$ cat src/shared/lax_pkg.sv
// lax_pkg: constants for the load address and extend unit
// assumes: 32-bit core, AXI4-Lite register access, 100 MHz aclk
// Operation
// - address arithmetic is linear; bases 4-7 go circular when mode register says so
// - signed half/byte loads sit low and replicate the sign bit upward
// - unsigned half/byte loads sit low with upper bits cleared
// - word load writes all 32 fetched bits unchanged
// - side-select bit picks destination file, 0 file A, 1 file B
// - load type 010 sbyte, 001 ubyte, 100 shalf, 000 uhalf, 110 word
// - offset shifted left 0, 1 or 2 for byte, half, word
// - mode bits: update base, register offset, post-modify, add
// - base read and written in stage one; loaded value written four slots later
// - long form uses 15-bit unsigned offset, scaled, always added
// - long form base-select 0 first fixed base, 1 second; second unit only
// - long form address arithmetic is always linear
// - pre-modify and offset modes access the sum; post-modify accesses the old base
// - short form unit-select 0 first side file A, 1 second side file B
package lax_pkg;
  // ------------------------------------------------------------
  // register map
  // ------------------------------------------------------------
  localparam logic [7:0]  LAX_OFS_CMD      = 8'h00;
  localparam logic [7:0]  LAX_OFS_MODE_REG = 8'h04;
  localparam logic [7:0]  LAX_OFS_STATUS   = 8'h08;
  localparam logic [7:0]  LAX_OFS_ADDR     = 8'h0C;
  localparam logic [7:0]  LAX_OFS_RESULT   = 8'h10;
  localparam logic [7:0]  LAX_OFS_MEMDATA  = 8'h14;
  localparam logic [7:0]  LAX_OFS_REG_BASE = 8'h80;
  localparam logic [31:0] LAX_RST_MODE_REG = 32'h0000_0000;
  localparam logic [1:0]  LAX_RESP_OKAY    = 2'h0;
  localparam logic [1:0]  LAX_RESP_SLVERR  = 2'h2;
  // ------------------------------------------------------------
  // command word fields
  // ------------------------------------------------------------
  localparam int LAX_CMD_COND    = 0;
  localparam int LAX_CMD_LONG    = 1;
  localparam int LAX_CMD_SIDE    = 2;
  localparam int LAX_CMD_UNIT    = 3;
  localparam int LAX_CMD_TYPE_LO = 4;
  localparam int LAX_CMD_MODE_LO = 7;
  localparam int LAX_CMD_BASE_LO = 11;
  localparam int LAX_CMD_OFS_LO  = 14;
  localparam int LAX_CMD_DST_LO  = 29;
  localparam int LAX_CMD_CST_LO  = 14;
  localparam int LAX_MODE_UPD    = 3;
  localparam int LAX_MODE_REGOFS = 2;
  localparam int LAX_MODE_POST   = 1;
  localparam int LAX_MODE_ADD    = 0;
  // ------------------------------------------------------------
  // load types and timing
  // ------------------------------------------------------------
  localparam logic [2:0] LAX_TYPE_SBYTE = 3'h2;
  localparam logic [2:0] LAX_TYPE_UBYTE = 3'h1;
  localparam logic [2:0] LAX_TYPE_SHALF = 3'h4;
  localparam logic [2:0] LAX_TYPE_UHALF = 3'h0;
  localparam logic [2:0] LAX_TYPE_WORD  = 3'h6;
  localparam int         LAX_DELAY_SLOTS = 4;
  localparam logic [2:0] LAX_FIXED_BASE0 = 3'h6;
  localparam logic [2:0] LAX_FIXED_BASE1 = 3'h7;
endpackage

$ cat src/rtl/lax_unit.sv
// lax_unit: load address generation and data extension
// assumes: AXI4-Lite master; memory word supplied through a register
//
// The register addresses and the AXI4-Lite interface to the registers are this design's own decisions.
`timescale 1ns/1ns
`default_nettype none
module lax_unit #(
  parameter int NREG = 8
) (
  input  wire logic        aclk,
  input  wire logic        aresetn,
  input  wire logic [7:0]  s_axi_awaddr,
  input  wire logic        s_axi_awvalid,
  output logic             s_axi_awready,
  input  wire logic [31:0] s_axi_wdata,
  input  wire logic [3:0]  s_axi_wstrb,
  input  wire logic        s_axi_wvalid,
  output logic             s_axi_wready,
  output logic [1:0]       s_axi_bresp,
  output logic             s_axi_bvalid,
  input  wire logic        s_axi_bready,
  input  wire logic [7:0]  s_axi_araddr,
  input  wire logic        s_axi_arvalid,
  output logic             s_axi_arready,
  output logic [31:0]      s_axi_rdata,
  output logic [1:0]       s_axi_rresp,
  output logic             s_axi_rvalid,
  input  wire logic        s_axi_rready
);
  localparam int RW = $clog2(NREG);
  localparam int FW = RW + 1;

  // ------------------------------------------------------------
  // bus write channel
  // ------------------------------------------------------------
  logic [7:0]  awaddr_q;
  logic        aw_have_q;
  logic [31:0] wdata_q;
  logic        w_have_q;
  logic        wr_fire;
  logic        wr_map_ok;
  logic [31:0] mode_reg_q;
  logic [31:0] memdata_q;
  logic [31:0] addr_q;
  logic [31:0] result_q;
  logic        busy_q;
  logic        cond_fail_q;
  logic [2:0]  slot_q;
  logic        ld_wr;
  logic        gpr_hit;

  // a bus write to a general register waits out the cycle of a load write-back
  assign ld_wr   = busy_q && slot_q == 3'(lax_pkg::LAX_DELAY_SLOTS);
  assign gpr_hit = awaddr_q >= lax_pkg::LAX_OFS_REG_BASE && awaddr_q < lax_pkg::LAX_OFS_REG_BASE + 8'(8 * NREG)
                && awaddr_q[1:0] == 2'h0;
  assign wr_fire = aw_have_q && w_have_q && !s_axi_bvalid && !(ld_wr && gpr_hit);

  always_ff @(posedge aclk) begin
    if (!aresetn) begin
      aw_have_q     <= 1'b0;
      w_have_q      <= 1'b0;
      awaddr_q      <= 8'h00;
      wdata_q       <= 32'h0000_0000;
      s_axi_awready <= 1'b0;
      s_axi_wready  <= 1'b0;
    end else begin
      s_axi_awready <= !aw_have_q && !s_axi_awready && !wr_fire;
      s_axi_wready  <= !w_have_q && !s_axi_wready && !wr_fire;
      if (s_axi_awvalid && s_axi_awready) begin
        aw_have_q <= 1'b1;
        awaddr_q  <= s_axi_awaddr;
      end else if (wr_fire) begin
        aw_have_q <= 1'b0;
      end
      if (s_axi_wvalid && s_axi_wready) begin
        w_have_q <= 1'b1;
        wdata_q  <= s_axi_wdata;
      end else if (wr_fire) begin
        w_have_q <= 1'b0;
      end
    end
  end

  always_comb begin
    wr_map_ok = (awaddr_q == lax_pkg::LAX_OFS_CMD) || (awaddr_q == lax_pkg::LAX_OFS_MODE_REG)
             || (awaddr_q == lax_pkg::LAX_OFS_MEMDATA)
             || (awaddr_q >= lax_pkg::LAX_OFS_REG_BASE
                 && awaddr_q < lax_pkg::LAX_OFS_REG_BASE + 8'(8 * NREG));
  end

  always_ff @(posedge aclk) begin
    if (!aresetn) begin
      s_axi_bvalid <= 1'b0;
      s_axi_bresp  <= lax_pkg::LAX_RESP_OKAY;
    end else if (wr_fire) begin
      s_axi_bvalid <= 1'b1;
      s_axi_bresp  <= wr_map_ok ? lax_pkg::LAX_RESP_OKAY : lax_pkg::LAX_RESP_SLVERR;
    end else if (s_axi_bready) begin
      s_axi_bvalid <= 1'b0;
    end
  end

  always_ff @(posedge aclk) begin
    if (!aresetn) begin
      mode_reg_q <= lax_pkg::LAX_RST_MODE_REG;
      memdata_q  <= 32'h0000_0000;
    end else if (wr_fire) begin
      if (awaddr_q == lax_pkg::LAX_OFS_MODE_REG) begin
        mode_reg_q <= wdata_q;
      end
      if (awaddr_q == lax_pkg::LAX_OFS_MEMDATA) begin
        memdata_q <= wdata_q;
      end
    end
  end

  // ------------------------------------------------------------
  // command decode and address generation
  // ------------------------------------------------------------
  logic        cmd_go;
  logic        c_long;
  logic        c_unit;
  logic [2:0]  c_type;
  logic [3:0]  c_mode;
  logic [2:0]  c_base;
  logic [4:0]  c_ofs;
  logic [14:0] c_cst;
  logic [FW-1:0] base_idx;
  logic [FW-1:0] ofs_idx;
  logic [1:0]  scale;
  logic [31:0] base_v;
  logic [31:0] ofs_v;
  logic [31:0] step;
  logic [31:0] sum;
  logic [31:0] new_base;
  logic [31:0] acc_addr;
  logic        circ;
  logic [4:0]  blk_pow;
  logic [31:0] blk_mask;
  logic [31:0] base_arr [2*NREG];

  assign cmd_go = wr_fire && awaddr_q == lax_pkg::LAX_OFS_CMD && !busy_q;
  assign c_long = wdata_q[lax_pkg::LAX_CMD_LONG];
  assign c_unit = c_long ? 1'b1 : wdata_q[lax_pkg::LAX_CMD_UNIT];
  assign c_type = wdata_q[lax_pkg::LAX_CMD_TYPE_LO +: 3];
  assign c_mode = wdata_q[lax_pkg::LAX_CMD_MODE_LO +: 4];
  assign c_base = wdata_q[lax_pkg::LAX_CMD_BASE_LO +: 3];
  assign c_ofs  = wdata_q[lax_pkg::LAX_CMD_OFS_LO +: 5];
  assign c_cst  = wdata_q[lax_pkg::LAX_CMD_CST_LO +: 15];

  always_comb begin
    // fixed base select in long form, unit side otherwise
    if (c_long) begin
      base_idx = {1'b1, wdata_q[lax_pkg::LAX_CMD_UNIT] ? RW'(lax_pkg::LAX_FIXED_BASE1)
                                                        : RW'(lax_pkg::LAX_FIXED_BASE0)};
    end else begin
      base_idx = {c_unit, RW'(c_base)};
    end
    ofs_idx = {c_unit, RW'(c_ofs)};
    case (c_type)
      lax_pkg::LAX_TYPE_WORD:                         scale = 2'd2;
      lax_pkg::LAX_TYPE_SHALF, lax_pkg::LAX_TYPE_UHALF: scale = 2'd1;
      default:                                        scale = 2'd0;
    endcase
    base_v = base_arr[base_idx];
    if (c_long) begin
      ofs_v = {17'h0_0000, c_cst};
    end else if (c_mode[lax_pkg::LAX_MODE_REGOFS]) begin
      ofs_v = base_arr[ofs_idx];
    end else begin
      ofs_v = {27'h000_0000, c_ofs};
    end
    step = ofs_v << scale;
    sum  = (c_long || c_mode[lax_pkg::LAX_MODE_ADD]) ? base_v + step : base_v - step;
    // circular: mode register holds 2 bits per base 4-7 per file, block size field above
    circ = !c_long && c_base[2]
        && mode_reg_q[{c_unit, c_base[1:0], 1'b0} +: 2] == 2'b01;
    blk_pow  = 5'(mode_reg_q[16 + {c_unit, 2'b00} +: 5] + 5'd1);
    blk_mask = (32'h1 << blk_pow) - 32'h1;
    new_base = circ ? ((base_v & ~blk_mask) | (sum & blk_mask)) : sum;
    acc_addr = (!c_long && c_mode[lax_pkg::LAX_MODE_POST]) ? base_v : new_base;
  end

  // ------------------------------------------------------------
  // register banks, base write-back, result write
  // ------------------------------------------------------------
  logic [2*NREG-1:0][31:0] gpr_q;
  logic [FW-1:0] dst_idx_q;
  logic [2:0]    type_q;
  logic [31:0]   ext_v;
  logic          base_upd;
  logic          rf_we;
  logic [FW-1:0] rf_waddr;
  logic [31:0]   rf_wdata;
  logic [FW-1:0] rf_raddr;
  logic [31:0]   rf_rdata;
  logic [2*NREG-1:0] mir_vld_q;
  logic          mir_hit_q;

  generate
    for (genvar i = 0; i < 2 * NREG; i++) begin : g_regs
      assign base_arr[i] = gpr_q[i];
      always_ff @(posedge aclk) begin
        if (!aresetn) begin
          gpr_q[i] <= 32'h0000_0000;
        end else if (wr_fire && awaddr_q == lax_pkg::LAX_OFS_REG_BASE + 8'(4 * i)) begin
          gpr_q[i] <= wdata_q;
        end else if (busy_q && slot_q == 3'(lax_pkg::LAX_DELAY_SLOTS) && dst_idx_q == FW'(i)) begin
          gpr_q[i] <= ext_v;
        end else if (cmd_go && !wdata_q[lax_pkg::LAX_CMD_COND] && !c_long
                     && c_mode[lax_pkg::LAX_MODE_UPD] && base_idx == FW'(i)) begin
          gpr_q[i] <= new_base;
        end
      end
    end
  endgenerate

  always_comb begin
    case (type_q)
      lax_pkg::LAX_TYPE_SBYTE: ext_v = {{24{memdata_q[7]}}, memdata_q[7:0]};
      lax_pkg::LAX_TYPE_UBYTE: ext_v = {24'h00_0000, memdata_q[7:0]};
      lax_pkg::LAX_TYPE_SHALF: ext_v = {{16{memdata_q[15]}}, memdata_q[15:0]};
      lax_pkg::LAX_TYPE_UHALF: ext_v = {16'h0000, memdata_q[15:0]};
      default:                 ext_v = memdata_q;
    endcase
  end

  // bus readback mirror of both banks, written exactly where gpr_q is
  assign base_upd = cmd_go && !wdata_q[lax_pkg::LAX_CMD_COND] && !c_long && c_mode[lax_pkg::LAX_MODE_UPD];
  assign rf_raddr = FW'((s_axi_araddr - lax_pkg::LAX_OFS_REG_BASE) >> 2);

  always_comb begin
    rf_we    = (wr_fire && gpr_hit) || ld_wr || base_upd;
    rf_waddr = base_idx;
    rf_wdata = new_base;
    if (wr_fire && gpr_hit) begin
      rf_waddr = FW'((awaddr_q - lax_pkg::LAX_OFS_REG_BASE) >> 2);
      rf_wdata = wdata_q;
    end else if (ld_wr) begin
      rf_waddr = dst_idx_q;
      rf_wdata = ext_v;
    end
  end

  lax_regfile #(.DEPTH(2 * NREG)) i_gpr_mirror (
    .aclk  (aclk),
    .we    (rf_we),
    .waddr (rf_waddr),
    .wdata (rf_wdata),
    .raddr (rf_raddr),
    .rdata (rf_rdata)
  );

  always_ff @(posedge aclk) begin
    if (!aresetn) begin
      mir_vld_q <= '0;
      mir_hit_q <= 1'b0;
    end else begin
      mir_hit_q <= mir_vld_q[rf_raddr];
      if (rf_we) begin
        mir_vld_q[rf_waddr] <= 1'b1;
      end
    end
  end

  always_ff @(posedge aclk) begin
    if (!aresetn) begin
      busy_q      <= 1'b0;
      slot_q      <= 3'd0;
      dst_idx_q   <= '0;
      type_q      <= lax_pkg::LAX_TYPE_WORD;
      addr_q      <= 32'h0000_0000;
      result_q    <= 32'h0000_0000;
      cond_fail_q <= 1'b0;
    end else if (cmd_go) begin
      cond_fail_q <= wdata_q[lax_pkg::LAX_CMD_COND];
      if (!wdata_q[lax_pkg::LAX_CMD_COND]) begin
        busy_q    <= 1'b1;
        slot_q    <= 3'd0;
        addr_q    <= acc_addr;
        type_q    <= c_type;
        dst_idx_q <= {wdata_q[lax_pkg::LAX_CMD_SIDE], RW'(wdata_q[lax_pkg::LAX_CMD_DST_LO +: 3])};
      end
    end else if (busy_q) begin
      if (slot_q == 3'(lax_pkg::LAX_DELAY_SLOTS)) begin
        busy_q   <= 1'b0;
        result_q <= ext_v;
      end else begin
        slot_q <= slot_q + 3'd1;
      end
    end
  end

  // ------------------------------------------------------------
  // bus read channel
  // ------------------------------------------------------------
  logic [31:0] rd_v;
  logic        rd_ok;

  always_comb begin
    rd_ok = 1'b1;
    rd_v  = 32'h0000_0000;
    if (s_axi_araddr == lax_pkg::LAX_OFS_MODE_REG) begin
      rd_v = mode_reg_q;
    end else if (s_axi_araddr == lax_pkg::LAX_OFS_STATUS) begin
      rd_v = {29'h0, cond_fail_q, busy_q, !busy_q};
    end else if (s_axi_araddr == lax_pkg::LAX_OFS_ADDR) begin
      rd_v = addr_q;
    end else if (s_axi_araddr == lax_pkg::LAX_OFS_RESULT) begin
      rd_v = result_q;
    end else if (s_axi_araddr == lax_pkg::LAX_OFS_MEMDATA) begin
      rd_v = memdata_q;
    end else if (s_axi_araddr >= lax_pkg::LAX_OFS_REG_BASE
                 && s_axi_araddr < lax_pkg::LAX_OFS_REG_BASE + 8'(8 * NREG)) begin
      rd_v = mir_hit_q ? rf_rdata : 32'h0000_0000;
    end else if (s_axi_araddr != lax_pkg::LAX_OFS_CMD) begin
      rd_ok = 1'b0;
    end
  end

  always_ff @(posedge aclk) begin
    if (!aresetn) begin
      s_axi_arready <= 1'b0;
      s_axi_rvalid  <= 1'b0;
      s_axi_rdata   <= 32'h0000_0000;
      s_axi_rresp   <= lax_pkg::LAX_RESP_OKAY;
    end else begin
      s_axi_arready <= !s_axi_arready && !s_axi_rvalid && s_axi_arvalid;
      if (s_axi_arvalid && s_axi_arready) begin
        s_axi_rvalid <= 1'b1;
        s_axi_rdata  <= rd_v;
        s_axi_rresp  <= rd_ok ? lax_pkg::LAX_RESP_OKAY : lax_pkg::LAX_RESP_SLVERR;
      end else if (s_axi_rready) begin
        s_axi_rvalid <= 1'b0;
      end
    end
  end

  // ------------------------------------------------------------
  // checks
  // ------------------------------------------------------------
  a_result_slots: assert property (@(posedge aclk) disable iff (!aresetn)
    cmd_go && !wdata_q[lax_pkg::LAX_CMD_COND] |=> busy_q [*5] ##1 !busy_q)
    else $error("load result not written after four delay slots");
  a_fail_idle: assert property (@(posedge aclk) disable iff (!aresetn)
    cmd_go && wdata_q[lax_pkg::LAX_CMD_COND] |=> !busy_q && $stable(addr_q))
    else $error("failed condition started a load");
  a_post_addr: assert property (@(posedge aclk) disable iff (!aresetn)
    cmd_go && !wdata_q[lax_pkg::LAX_CMD_COND] && !c_long && c_mode[lax_pkg::LAX_MODE_POST] |=> addr_q == $past(base_v))
    else $error("post-modify address is not the old base");
  a_long_add: assert property (@(posedge aclk) disable iff (!aresetn)
    cmd_go && !wdata_q[lax_pkg::LAX_CMD_COND] && c_long |=> addr_q == $past(base_v) + ($past(ofs_v) << $past(scale)))
    else $error("long form address not base plus scaled offset");
  a_word_whole: assert property (@(posedge aclk) disable iff (!aresetn)
    ld_wr && type_q == lax_pkg::LAX_TYPE_WORD |=> result_q == $past(memdata_q))
    else $error("word load altered data");
  a_sbyte_sign: assert property (@(posedge aclk) disable iff (!aresetn)
    ld_wr && type_q == lax_pkg::LAX_TYPE_SBYTE |=> result_q[31:8] == {24{$past(memdata_q[7])}})
    else $error("signed byte not sign extended");
  a_uhalf_zero: assert property (@(posedge aclk) disable iff (!aresetn)
    ld_wr && type_q == lax_pkg::LAX_TYPE_UHALF |=> result_q[31:16] == 16'h0000)
    else $error("unsigned half not zero filled");
  a_scale_word: assert property (@(posedge aclk) disable iff (!aresetn)
    cmd_go && c_type == lax_pkg::LAX_TYPE_WORD |-> step == ofs_v << 2)
    else $error("word offset not scaled by four");
endmodule
`default_nettype wire

$ cat src/rtl/lax_regfile.sv
// lax_regfile: two banks of general registers, registered read port
// assumes: single write port, one clock
`timescale 1ns/1ns
`default_nettype none
module lax_regfile #(
  parameter int DEPTH = 8
) (
  input  wire logic                     aclk,
  input  wire logic                     we,
  input  wire logic [$clog2(DEPTH)-1:0] waddr,
  input  wire logic [31:0]              wdata,
  input  wire logic [$clog2(DEPTH)-1:0] raddr,
  output logic      [31:0]              rdata
);
  logic [31:0] mem [DEPTH];

  always_ff @(posedge aclk) begin
    if (we) begin
      mem[waddr] <= wdata;
    end
    rdata <= mem[raddr];
  end
endmodule
`default_nettype wire

$ cat config.mk
export PLATFORM = sky130hd
export DESIGN_NAME = lax_unit
export DESIGN_NICKNAME = d
export VERILOG_FILES = /design/src/shared/lax_pkg.sv /design/src/rtl/lax_unit.sv /design/src/rtl/lax_regfile.sv
export SDC_FILE = /design/constraint.sdc
export NUM_CORES = 2
export LEC_CHECK = 0
export BUFFER_PORTS_ARGS = -buffer_cell sky130_fd_sc_hd__buf_2
export CELL_PAD_IN_SITES_DETAIL_PLACEMENT = 1
export CELL_PAD_IN_SITES_GLOBAL_PLACEMENT = 1
export CORE_MARGIN = 8
export CORE_UTILIZATION = 25
export CTS_CLUSTER_DIAMETER = 30
export DETAILED_ROUTE_END_ITERATION = 6
export PLACE_DENSITY_LB_ADDON = 0.05
export SYNTH_ARGS = -nofsm -noshare
export SYNTH_HDL_FRONTEND = slang
export SYNTH_HIERARCHICAL = 1
export SYNTH_SLANG_ARGS = --single-unit
$ cat constraint.sdc
create_clock -name aclk -period 8.3 [get_ports aclk]
set_clock_uncertainty 0.2 [all_clocks]
set_input_delay 0.83 -clock aclk [delete_from_list [all_inputs] [get_ports aclk]]
set_output_delay 0.83 -clock aclk [all_outputs]
set_load 0.005 [all_outputs]
==> results.py <==
metrics = {
    "worst_setup_path": {
        "worstPathMaxFanout": 18,
        "required_ns": 8.80,
        "cp-end-kind": "register",
        "crit_type": "register to register",
        "crit_slowest_cell": "dfxtp_4",
        "cpMostUsedCell": "buf_4",
        "max_stage_delay_ns": 0.68,
        "critPathLaunchType": "register",
        "worstPathArrival_ns": 8.69,
    },
    "grt": {
        "grt_remaining_overflow": 0,
        "antenna_found_initial": 42,
        "grt_pass1_vias": 70156,
        "grt_use_total": 0.299,
        "grt_start_max_net_pins": 120,
        "grt_first_pass_wirelength_um": 623000,
    },
    "power_and_ir_drop": {
        "power_density_mw_per_mm2": 301,
        "ir_drop_uv": 250,
        "p_leak_nw": 33.5,
    },
    "floorplan": {
        "die_h_um": 547,
        "start_util": 0.251,
        "ios": 100,
        "coreArea_mm2": 0.281,
        "die_area_mm2": 0.299,
        "dieWidth_um": 547,
        "row_count": 195,
    },
    "hold_path": {
        "hold_path.class": "input port to register",
    },
    "yosys": {
        "synth_top_area_share": 0.222,
        "seq_area_frac_synth": 0.440,
        "synth_cell_type_count": 110,
        "yosysMostFrequentCell": "nand2_1",
        "netlist_area_mm2": 0.0705,
        "synth_edf_count": 512,
        "synth_top_cell_by_area": "dfxtp_1",
        "synthCells": 7602,
        "avgSynthCellArea_um2": 9.27,
        "netlist_top_cells_area": "dfxtp_1 (22%), edfxtp_1 (22%), mux4_2 (7.3%)",
        "ys_warn_count": 6,
        "synth_common_cells": "nand2_1 (941), nor2_1 (815), dfxtp_1 (782)",
        "yosys_most_used_dff": "dfxtp_1",
        "ys_ff_latch": 1294,
        "synthArstFlopShare": 0,
    },
    "timing": {
        "fmaxAchievable_ghz": 0.122,
        "hold_viol": 0,
        "holdWs_ns": 0.0548,
        "final.setup.tns_ns": 0,
        "rsz0062_at_grt": "no",
        "period_needed_ns": 8.20,
        "post-route-period-util": 0.988,
        "worst_pin_slew_ns": 1.39,
        "setup_viol": 0,
        "maxSlewViolCount": 0,
        "slew_headroom": 0.0752,
    },
    "cts": {
        "cts_tree": "yes",
        "cts.htree.levels": 5,
        "cts_root_buffer": "clkbuf_16",
        "ctsResizeCount": 0,
        "numCtsBuffers": 426,
        "insertion_delay_ns": 0.98,
        "clock_sinks": 1294,
        "clkTransAtPathRegs_ns": 0.05,
        "ctsLongestPathBuffers": 4,
    },
    "routing": {
        "drcViolationCount": 5,
        "vias": 70514,
        "drt_pre_antenna_iters": 7,
        "drt_iter0_markers": 8072,
        "wirelength_um": 468000,
        "ant_nets": 0,
        "wire_per_inst_um": 39.4,
        "via_per_inst": 5.93,
    },
    "finish": {
        "drive_above_1_share": 0.216,
        "area_growth_pct": 29.9,
        "fin_cells": 11883,
        "nFillCells": 31189,
        "nets": 7869,
    },
    "placement": {
        "dp.cells": 11049,
        "dpl.hpwl_um": 305000,
        "gp_congestion": 0.949,
        "port_buffers": 93,
    },
    "outcome": {
        "status": "complete, but fails checks",
        "violations": "design-rule violations",
    },
    "run": {
        "maxCapViolations": 0,
    },
}
## power by group
group          switching [mW]  internal [mW]
sequential             0.0718           7.07
clock                    4.91           11.3
combinational            2.90           1.33
## layout by cell type, fill, tap and decap left out, drive strengths merged, types with 28 or more instances in the layout
cell	synthesis	final
o21ai	413	413
mux4	229	229
a21oi	735	735
o221ai	63	63
o311ai	32	32
o211a	104	104
buf	196	525
mux2i	152	152
xnor2	34	34
nand2b	45	45
a22oi	152	152
a211oi	351	351
o211ai	188	188
inv	52	61
dfxtp	782	782
ha	40	40
a21o	55	55
nor2b	59	59
clkinv	1	78
nand2	941	941
a222oi	94	94
nor2	819	819
o22ai	36	36
and2	28	28
a31oi	55	55
edfxtp	512	512
nand3	132	132
a21boi	42	42
nor3	211	211
clkbuf	618	648
a311oi	58	58
mux2	108	108
bufinv	0	32
## area by class of cell
cell class              instances  area [µm²]  area share
clock inverters               137        2060      0.0225
inverters                      53         206     0.00225
well taps                    3743        4680      0.0512
multi-input cells            5442       36600       0.400
flip-flops and latches       1294       31100       0.339
repair buffers                552        4410      0.0481
clock buffers                 647       12500       0.137
diodes                         15        37.5    0.000410
## kinds of logic after synthesis
group | synth area share
adder cells (fa/ha/maj) | 0.00739
buffers and inverters | 0.0519
other | 0.0000532
AO/OA/AOI/OAI | 0.238
AND/OR/NAND/NOR | 0.143
flip-flops | 0.440
multiplexers | 0.112
XOR/XNOR | 0.00740
## per-layer routing
layer,wire length [µm],share of wire,vias up,track usage
li1,-,-,29016,-
met1,207000,0.44,37005,0.410
met2,199000,0.43,3537,0.451
met3,37300,0.080,949,0.0624
met4,24200,0.052,7,0.136
met5,79,0.00017,-,0.000641
## critical path: cells and delay by family, from the launching register on
family / cells / cell delay (ns)
adder cells (fa/ha/maj): 2 / 0.50
AND/OR/NAND/NOR: 6 / 1.16
multiplexers: 2 / 0.81
buffers and inverters: 7 / 1.59
XOR/XNOR: 1 / 0.19
AO/OA/AOI/OAI: 11 / 2.70
flip-flops: 1 / 0.68
## path summary, 6_finish.rpt
path,startpoint,to,slack [ns],cells past startpoint
min reg2reg,s_axi_rvalid$_SDFFE_PN0P_,s_axi_arready$_SDFF_PN0_,0.24,1
min,s_axi_wdata[29],wdata_q[29]$_SDFFE_PN0P_,0.05,3
max,wdata_q[16]$_SDFFE_PN0P_,i_gpr_mirror/mem[10][30]$_DFFE_PP_,0.10,29
max reg2reg,wdata_q[16]$_SDFFE_PN0P_,i_gpr_mirror/mem[10][30]$_DFFE_PP_,0.10,29
## stage by stage
stage               instance area, µm²   util  total power, mW  worst slack (ns)
finish                           91600  0.325             27.5             0.103
global route                     91500  0.325             28.3            0.0851
CTS                              91400  0.325             27.7             0.248
detailed placement               76600  0.272             11.4             0.350
global placement                 76600  0.272             11.3             0.231
floorplan                        70500      -             9.58              2.19
## timing repair
action / CTS / global route
hold buffers: 26 / 0
setup endpoints to repair: 0 / 16
hold endpoints to repair: 26 / 0
setup buffers: 0 / 9
(Power assumes the default switching activity.)
